<file path="config.mk">
export PLATFORM = sky130hd
export DESIGN_NAME = acr_readout
export DESIGN_NICKNAME = d
export VERILOG_FILES = /design/src/rtl/acr_pkg.sv /design/src/rtl/acr_sync.sv /design/src/rtl/acr_readout.sv
export SDC_FILE = /design/constraint.sdc
export NUM_CORES = 1
export LEC_CHECK = 0
export ABC_AREA = 0
export BUFFER_PORTS_ARGS = -buffer_cell sky130_fd_sc_hd__buf_4
export CORE_MARGIN = 10
export CORE_UTILIZATION = 50
export DETAILED_ROUTE_END_ITERATION = 16
export GPL_ROUTABILITY_DRIVEN = 1
export PLACE_DENSITY_LB_ADDON = 0.25
export SLEW_MARGIN = 20
export SYNTH_ARGS = -nofsm -noshare
export SYNTH_HDL_FRONTEND = slang
export SYNTH_SLANG_ARGS = --single-unit
</file>
<file path="constraint.sdc">
create_clock -name clock -period 5.06 [get_ports clock]
set_input_delay 0 -clock clock [delete_from_list [all_inputs] [get_ports clock]]
set_output_delay 0 -clock clock [all_outputs]
set_load 0.005 [all_outputs]
</file>
<file path="src/rtl/acr_pkg.sv">
// Shared constants for the converter chip-select readout block.
package acr_pkg;
  localparam int CLK_PERIOD_NS = 10;
  localparam int CONV_MIN_NS = 500;
  localparam int CONV_MAX_NS = 2000;
  localparam int CONV_MIN_CYCLES = (CONV_MIN_NS + CLK_PERIOD_NS - 1) / CLK_PERIOD_NS;
  localparam int CONV_MAX_CYCLES = CONV_MAX_NS / CLK_PERIOD_NS;
  localparam int DATA_BITS = 16;
  localparam int SYNC_STAGES = 2;
  localparam logic [4:0] FALLS_PLAIN = 5'h10;
  localparam logic [4:0] FALLS_BUSY = 5'h11;
  localparam logic [15:0] TIMER_RESET = 16'h0000;
  // Pin synchroniser value after reset: convert low, select high, serial clock low.
  localparam logic [2:0] PIN_RESET = 3'h2;
endpackage

</file>
<file path="src/rtl/acr_sync.sv">
// Two-stage synchroniser for pin inputs.
`timescale 1ns/1ns
`default_nettype none
module acr_sync #(
  parameter int WIDTH = 3,
  parameter logic [WIDTH-1:0] RESET_VALUE = '0
) (
  input wire logic clock,
  input wire logic rst,
  input wire logic [WIDTH-1:0] async_in,
  output logic [WIDTH-1:0] sync_out
);
  import acr_pkg::*;
  logic [WIDTH-1:0] stage1;

  if (WIDTH < 1) begin : g_width_range
    $error("WIDTH out of range");
  end

  always_ff @(posedge clock) begin
    if (rst) begin
      stage1 <= RESET_VALUE;
      sync_out <= RESET_VALUE;
    end else begin
      stage1 <= async_in;
      sync_out <= stage1;
    end
  end
endmodule
`default_nettype wire

</file>
<file path="src/rtl/acr_readout.sv">
// Chip-select conversion and serial readout logic of the converter.
`timescale 1ns/1ns
`default_nettype none
module acr_readout #(
  parameter int CONV_CYCLES = acr_pkg::CONV_MAX_CYCLES
) (
  input wire logic clock,
  input wire logic rst,
  input wire logic convert_line,
  input wire logic select_input,
  input wire logic serial_clock,
  input wire logic [acr_pkg::DATA_BITS-1:0] sample_data,
  output logic serial_output,
  output logic serial_output_oe_n,
  output logic acquiring
);
  import acr_pkg::*;

  // The conversion timer is 16 bits wide and needs at least two cycles to count.
  if (CONV_CYCLES < 2 || CONV_CYCLES > 65535) begin : g_conv_range
    $error("CONV_CYCLES out of range");
  end

  typedef enum logic [1:0] {S_IDLE, S_CONV, S_READY, S_SHIFT} acr_phase_t;

  typedef struct packed {
    acr_phase_t phase;
    logic prev_convert;
    logic prev_sck;
    logic [15:0] timer;
    logic [4:0] falls;
    logic busy;
    logic [DATA_BITS-1:0] data;
    logic bit_out;
    logic oe_n;
    logic acq;
  } acr_state_t;

  localparam logic [15:0] CONV_LAST = 16'(CONV_CYCLES - 1);

  logic [2:0] pins;
  logic convert;
  logic sel;
  logic sck;
  logic start;
  logic sel_on;
  logic sck_fall;
  logic [4:0] total;
  acr_state_t st;
  acr_state_t next_st;

  // Resetting the select stage high keeps reset from looking like a both-low request.
  acr_sync #(.WIDTH(3), .RESET_VALUE(PIN_RESET)) u_sync (
    .clock(clock),
    .rst(rst),
    .async_in({convert_line, select_input, serial_clock}),
    .sync_out(pins)
  );

  assign convert = pins[2];
  assign sel = pins[1];
  assign sck = pins[0];

  // Bit on the wire after k falling edges; busy mode spends edge zero on the low marker.
  function automatic logic bit_at(input logic [DATA_BITS-1:0] d, input logic b,
                                  input logic [4:0] k);
    logic r;
    r = 1'b0;
    if (b) begin
      if (k != 5'h00) begin
        r = d[4'(5'h10 - k)];
      end
    end else begin
      r = d[4'(5'h0F - k)];
    end
    return r;
  endfunction

  always_comb begin
    // Either low selects: convert in 3-wire use, select input in 4-wire use.
    sel_on = !convert || !sel;
    sck_fall = st.prev_sck && !sck;
    start = convert && !st.prev_convert && sel && st.phase != S_CONV;
    total = st.busy ? FALLS_BUSY : FALLS_PLAIN;
  end

  always_comb begin
    next_st = st;
    next_st.prev_convert = convert;
    next_st.prev_sck = sck;
    case (st.phase)
      S_IDLE: begin
        next_st.bit_out = 1'b0;
        next_st.oe_n = !(!convert && !sel);
      end
      S_CONV: begin
        next_st.timer = st.timer + 16'h0001;
        if (st.timer == CONV_LAST) begin
          next_st.acq = 1'b1;
          next_st.timer = TIMER_RESET;
          next_st.falls = 5'h00;
          if (sel_on) begin
            next_st.busy = 1'b1;
            next_st.phase = S_SHIFT;
            next_st.bit_out = 1'b0;
            next_st.oe_n = 1'b0;
          end else begin
            next_st.busy = 1'b0;
            next_st.phase = S_READY;
          end
        end
      end
      S_READY: begin
        if (sel_on) begin
          next_st.phase = S_SHIFT;
          next_st.falls = 5'h00;
          next_st.bit_out = st.data[DATA_BITS-1];
          next_st.oe_n = 1'b0;
        end
      end
      S_SHIFT: begin
        if (!sel_on) begin
          next_st.phase = S_IDLE;
          next_st.oe_n = 1'b1;
        end else if (sck_fall) begin
          if (st.falls + 5'h01 == total) begin
            next_st.phase = S_IDLE;
            next_st.oe_n = 1'b1;
          end else begin
            next_st.falls = st.falls + 5'h01;
            next_st.bit_out = bit_at(st.data, st.busy, st.falls + 5'h01);
          end
        end
      end
      default: begin
        next_st.phase = S_IDLE;
        next_st.oe_n = 1'b1;
      end
    endcase
    if (start) begin
      next_st.phase = S_CONV;
      next_st.timer = TIMER_RESET;
      next_st.data = sample_data;
      next_st.oe_n = 1'b1;
      next_st.acq = 1'b0;
    end
  end

  // Sampling only on the system clock keeps the output steady between falling edges.
  always_ff @(posedge clock) begin
    if (rst) begin
      st <= '{phase: S_IDLE, prev_convert: 1'b0, prev_sck: 1'b0, timer: TIMER_RESET,
              falls: 5'h00, busy: 1'b0, data: '0, bit_out: 1'b0, oe_n: 1'b1, acq: 1'b1};
    end else begin
      st <= next_st;
    end
  end

  assign serial_output = st.bit_out;
  assign serial_output_oe_n = st.oe_n;
  assign acquiring = st.acq;

  start_floats_a: assert property (@(posedge clock) disable iff (rst)
    start |=> (st.phase == S_CONV && st.oe_n && !st.acq))
    else $error("conversion start did not float the output");

  conv_runs_a: assert property (@(posedge clock) disable iff (rst)
    (st.phase == S_CONV && st.timer != CONV_LAST) |=> st.phase == S_CONV)
    else $error("conversion ended early");

  conv_end_acq_a: assert property (@(posedge clock) disable iff (rst)
    (st.phase == S_CONV && st.timer == CONV_LAST && !start) |=> st.acq && st.phase != S_CONV)
    else $error("no acquisition after conversion");

  conv_hiz_a: assert property (@(posedge clock) disable iff (rst)
    st.phase == S_CONV |-> st.oe_n)
    else $error("output driven during conversion");

  busy_low_a: assert property (@(posedge clock) disable iff (rst)
    (st.phase == S_CONV && st.timer == CONV_LAST && sel_on) |=> (!st.oe_n && !st.bit_out))
    else $error("busy marker not driven low");

  msb_first_a: assert property (@(posedge clock) disable iff (rst)
    (st.phase == S_READY && sel_on && !start) |=> (!st.oe_n && st.bit_out == st.data[15]))
    else $error("msb not presented on select");

  shift_step_a: assert property (@(posedge clock) disable iff (rst)
    (st.phase == S_SHIFT && sel_on && sck_fall && !start && st.falls + 5'h01 != total)
    |=> (st.falls == $past(st.falls) + 5'h01 && !st.oe_n))
    else $error("falling edge did not advance the bit");

  bit_hold_a: assert property (@(posedge clock) disable iff (rst)
    (st.phase == S_SHIFT && sel_on && !sck_fall && !start) |=> $stable(st.bit_out))
    else $error("output bit changed between falling edges");

  deselect_float_a: assert property (@(posedge clock) disable iff (rst)
    (st.phase == S_SHIFT && !sel_on && !start) |=> ##[0:1] st.oe_n)
    else $error("output not released on deselect");

  count_float_a: assert property (@(posedge clock) disable iff (rst)
    (st.phase == S_SHIFT && sel_on && sck_fall && !start && st.falls + 5'h01 == total)
    |=> (st.oe_n && st.phase == S_IDLE))
    else $error("output not released after last edge");

  both_low_a: assert property (@(posedge clock) disable iff (rst)
    (st.phase == S_IDLE && !convert && !sel) |=> (!st.oe_n && !st.bit_out))
    else $error("output not driven low with both lines low");

  ready_float_a: assert property (@(posedge clock) disable iff (rst)
    st.phase == S_READY |-> st.oe_n)
    else $error("output driven before the part was selected");

  acq_hold_a: assert property (@(posedge clock) disable iff (rst)
    (st.acq && !start) |=> st.acq)
    else $error("acquisition left without a conversion start");

  idle_low_a: assert property (@(posedge clock) disable iff (rst)
    (st.phase == S_IDLE && !st.oe_n) |-> !st.bit_out)
    else $error("idle output driven with a data bit");

  sample_hold_a: assert property (@(posedge clock) disable iff (rst)
    start |=> st.data == $past(sample_data))
    else $error("conversion start did not capture the sample");
endmodule
`default_nettype wire

</file>
After elaboration in Yosys (flattened, before gate mapping)
Cells that the tools add are included.
- flip-flop bits (word level): 51
- input port bits: 21
- output and inout port bits: 3
- logic and storage cells: 95
- add/sub/neg operators: 4
- magnitude comparators: 2
- eq/ne operators: 18
- mux-type cells: 33
- reduce and logical (&&, ||, !) cells: 25
- operators with widths (kind ; number):
    two-way mux 22 bit ; 1
    two-way mux 5 bit ; 4
    adder 16 x 1 -> 16 bit (second input constant) ; 1
    == test 16 x 8 -> 1 bit (second input constant) ; 1
    two-way mux 2 bit ; 8
    one-hot mux 5 bit (3 select lines) ; 1
    AND reduction 5 bit ; 3
    two-way mux 1 bit ; 14
    inequality test 2 bit (second input constant) ; 6
    inequality test 3 bit (second input constant) ; 4
    AND reduction 6 bit ; 2
    less-than comparator 4 x 5 -> 1 bit (second input constant) ; 2
    binary-select mux 1 bit (select 4 bit) ; 2
    inequality test 4 bit (second input constant) ; 2
    one-hot mux 2 bit (4 select lines) ; 1
    one-hot mux 2 bit (3 select lines) ; 1
    adder 5 x 1 -> 5 bit (second input constant) ; 1
    == test 5 bit ; 1
    logical AND 1 bit ; 5
    logical NOT 1 bit ; 5
    nonzero test 5 bit ; 1
    == test 2 bit (second input constant) ; 2
    AND reduction 2 bit ; 2
    nonzero test 2 bit ; 2
    10 further kinds ; 10

Depth between registers and ports, before layout
- depth after elaboration: 10
- gate-level depth with buffers: 10

By module
From an unflattened synthesis, not the netlist that was laid out.
- cells, all modules: 305
- area total of the unflattened synthesis: 2610.0 sq um
- by module, submodules not included (module ; instances ; cells each ; area each (sq um)):
    acr_readout ; 1 ; 293 ; 2452.4
    acr_sync ; 1 ; 12 ; 157.7

Worst setup path after synthesis
No wires, ideal clock.
- path type: register -> register
- start: register st[44] in the netlist's numbering
- end: register st[43] in the netlist's numbering
- setup time: 0.128 ns
- arrival time: 1.879 ns
- required time: 4.932 ns
- slack: 3.053 ns
- stages on the path, launching flop included: 9
- buffers on the path: 1
- period minus slack after synthesis: 2.007 ns
- path through: dfxtp_1 > inv_1 > ha_1 > buf_6 > nor3_1 > o22ai_1 > a311oi_1 > mux2i_1 > nor3_2
- word-level cells in the longest chain between the ends: 4
- ends and longest elaborated chain (what ; RTL line ; source):
    from (decl) ; acr_readout.sv:49 ; acr_state_t st;
    from (signal assigned) ; acr_readout.sv:152 ; st <= '{phase: S_IDLE, prev_convert: 1'b0, prev_sck: 1'b0, timer: TIMER_RESET,
    from (signal assigned) ; acr_readout.sv:155 ; st <= next_st;
    inequality test 2 x 1 -> 1 bit ; acr_readout.sv:83 ; start = convert && !st.prev_convert && sel && st.phase != S_CONV;
    logical AND 1 bit ; acr_readout.sv:83 ;
    inequality test 4 bit (no source line) (tied with other cells) ; - ;
    AND reduction 5 bit (no source line) ; - ;
Parallel ways exist; a longest one is shown, timed or not.
A chain may end at the register's enable or synchronous reset.

Worst setup path after layout
- start: register st[20] in the netlist's numbering
- end: register st[43] in the netlist's numbering
- word-level cells in the longest chain between the ends: 4
- ends and longest elaborated chain (what ; RTL line ; source):
    adder 5 x 1 -> 5 bit ; acr_readout.sv:126 ; if (st.falls + 5'h01 == total) begin
    == test 5 bit ; acr_readout.sv:126 ;
    inequality test 4 bit (no source line) ; - ;
    AND reduction 5 bit (no source line) ; - ;
No other way between the ends.

==> impl_metrics.yaml <==
routing:
  num_vias: 2045
  drt_wl_total_mm: 5.38
  first_pass_iters: 4
  post_drt_wl_per_cell_um: 13.9
  detail_route.drc_violations: 0
  drt_first_iter_violations: 111
  detail-route-antenna-nets: 0
  via_per_inst: 5.28
synth:
  synth.largest_area_cell: "dfxtp_1"
  async_s_r_ff_share_synth_pct: 0
  mappedNetlistNets: 310
  synth-seq-area-share_pct: 38.4
  mapped_area_um2: 2660
  yosys.area.top_type_share_pct: 38.4
  post_synth.cell_area_avg_um2: 9.42
  synth_area_leaders: "dfxtp_1 38%, nand2_1 6.9%, mux4_2 5.9%"
  post_synth_most_frequent_cells: "51 x dfxtp_1, 49 x nand2_1, 31 x a21oi_1"
  yosys_warnings: 0
  synth.most_common_cell: "dfxtp_1"
  ys_ff_latch: 51
  syn_inst: 282
  number_of_enable_type_register_cells_in_the_synthesized_netlist: 0
  netlist-cell-type-count: 55
  synthFlopType: "dfxtp_1"
cells_and_area:
  fin_nets: 345
  area_delta_synth_final_pct: 16.6
  instances_no_fill: 387
  multiInputGateArea_um2: 1530
  finalCoreUtilization_pct: 60.3
  nFillCells: 460
  antenna-diode-count: 0
  regArea_um2: 1020
  post_route_cells_drive_above_1_share_pct: 18.0
global_routing:
  grt_util_all_layers_pct: 13.3
  met1_usage_in_global_routing_pct: 16.9
  grt_use_met3_pct: 3.71
  grt_pass1_wl_mm: 9.47
  grt_overflow_total: 0
  first_global_vias: 2014
  grt_max_degree: 38
  highest_utilization_routing_layer_at_the_global_route_stage: "met2"
  grt_antenna_before_repair: 0
  grt_use_met2_pct: 20.9
cts:
  tritoncts: "yes"
  total_clock_buffers_created_by_cts: 5
  max-clock-path-buffers: 2
  cts.sink_count: 51
  cts_hold_buffers: 19
  cts-htree-levels: 2
  post_cts_setup_buffer_count: 0
  clkSlewWorstSetupHoldPaths_ps: 90
  clk_tree_root_cell: "clkbuf_8"
  post_cts_resize_count: 0
  clock_insertion_delay_worst_skew_ps: 310
critical_path:
  critPathBufInv: 0
  timing.critical_path.from_type: "flop"
  critPathMaxFanout: 12
  ff2ff_path_depth: 7
  crit_path_end: "st[43]$_SDFFE_PP0P_"
  timing.critical_path.required_ps: 5250
  worstSetupPathDepth: 7
  timing.setup.critical_path_class: "flop to flop"
  rr_startpoint: "st[20]$_SDFFE_PP0P_"
  cpPeakStageDelay_ps: 670
  category_of_the_worst_setup_path_capture_point: "flop"
  worstPathArrival_ps: 2800
  cp-startpoint: "st[20]$_SDFFE_PP0P_"
  timing.critical_path.max_delay_family: "flip-flops"
  cp_slowest_cell: "dfxtp_1"
  reg2reg_setup_slack_ps: 2450
  cp_cell_sequence: "ha_1 > nand3_1 > xnor2_1 > nand4_4 > a311oi_1 > mux2i_1 > nor3_2"
  worst_r2r_endpoint: "st[43]$_SDFFE_PP0P_"
floorplan:
  floorplan.initialDensity_pct: 51.7
  fp.dieW_um: 92.9
  top_level_i_o_count: 24
  dieArea_um2: 8630
  num_rows: 26
  die_y_um: 92.9
  core_region_area_um2: 5140
power:
  static-leakage-power_nw: 1.12
  power.ir.vdd_worst_mv: 0.213
  totalPowerFinal_mw: 0.955
  power-per-cell-area_nw_per_um2: 308
timing:
  final_min_period_over_clock_period_pct: 51.5
  worst-slew-pin-transition_ps: 574
  max_freq_ghz: 0.383
  final-setup-viol-count: 0
  fin_setup_tns_ps: 0
  final.min_clock_period_ps: 2610
  post-route-worst-setup-slack_ps: 2450
  final_clock_skew_ps: 7.14
  report.final.hold_viol_count: 0
  rsz0062_at_grt: "no"
  maxSlewViolCount: 0
  worst_slew_margin_rel_pct: 61.7
placement:
  number_of_instances_in_the_placed_design: 361
  io_buffers: 23
  dp_worst_setup_slack_ps: 2500
  place_congestion: 0.797
  dp_hpwl_mm: 3.69
hold_path:
  worstHoldPathType: "primary input to flop"
run:
  max_cap_viols: 0
run_status:
  outcome: "finished, final reports clean"
-- kinds of logic (layout without fill, tap and decap cells) --
logic type	after synthesis	in the layout	share of synthesized area, %
simple gates	124	124	26.0
flops	51	51	38.4
compound gates	49	49	11.8
buf+inv	18	53	4.33
xor+xnor	17	17	6.17
mux	16	16	9.94
fa+ha+maj	7	7	3.30
-- worst min path at each step --
stage                 startpoint                          end  depth (start not counted)
finish                       rst          st[19]$_SDFFE_PP0P_                          2
global route                 rst          st[19]$_SDFFE_PP0P_                          2
CTS                          rst          st[19]$_SDFFE_PP0P_                          2
detailed placement  select_input  u_sync.stage1[1]$_SDFF_PP1_                          2
global placement    select_input  u_sync.stage1[1]$_SDFF_PP1_                          2
floorplan           select_input  u_sync.stage1[1]$_SDFF_PP1_                          1
-- through the flow --
stage          instance area, µm²  hold slack, ps
3_3_place_gp                 2830             187
4_1_cts                      3100            82.7
3_5_place_dp                 2830             192
6_report                     3100            82.5
5_1_grt                      3100             108
2_1_floorplan                2660             104
-- report_power, final --
part / switching [mW] / internal, mW / leakage [nW]
Combinational: 0.142 / 0.130 / 0.665
Clock: 0.134 / 0.0949 / 0.0440
Sequential: 0.0288 / 0.426 / 0.414
Total: 0.305 / 0.650 / 1.12
-- worst reg2reg max path, delay by kind of cell (launching register included) --
kind            cells  cell delay [ps]
simple gates        3              360
fa+ha+maj           1              370
mux                 1              260
flops               1              670
compound gates      1              370
xor+xnor            1              480
-- state kept, by name, indices dropped and copies added, names as in the netlist --
register	count
u_sync.sync_out	3
serial_output	1
st	42
serial_output_oe_n	1
u_sync.stage1	3
acquiring	1
-- cell usage in the layout, fill, tap and decap left out, types with 2 or more instances in the layout --
master | Yosys | layout
nand3_1 | 5 | 5
mux4_2 | 7 | 7
nor2b_1 | 7 | 7
o31ai_1 | 2 | 2
inv_1 | 3 | 3
dlygate4sd3_1 | 0 | 19
mux2i_1 | 8 | 8
nand2b_1 | 6 | 6
or2_2 | 3 | 3
buf_4 | 2 | 24
nor2_1 | 19 | 19
nor4_4 | 2 | 2
ha_1 | 7 | 7
nand3b_1 | 4 | 4
and3_1 | 3 | 3
clkbuf_8 | 3 | 5
o21ai_0 | 3 | 3
nand2_1 | 49 | 49
nand4_1 | 5 | 5
a21oi_1 | 31 | 31
dfxtp_1 | 51 | 51
xor2_1 | 8 | 8
nor3_2 | 1 | 2
xnor2_1 | 7 | 7
or3_1 | 4 | 4
nor3_1 | 5 | 4
-- layout make-up --
type	count	area share, %
repair buffers	43	12.0
clock inverters	2	0.444
well taps	70	2.83
clock buffers	5	2.22
flip-flops and latches	51	33.0
multi-input cells	213	49.2
inverters	3	0.363
-- layer usage --
metal	vias to the layer above	share of wire, %
li1	1053	-
met1	959	47
met2	28	49
met3	5	3.4
met4	0	1.3
met5	-	0
Power figures use the tool's default switching activity.
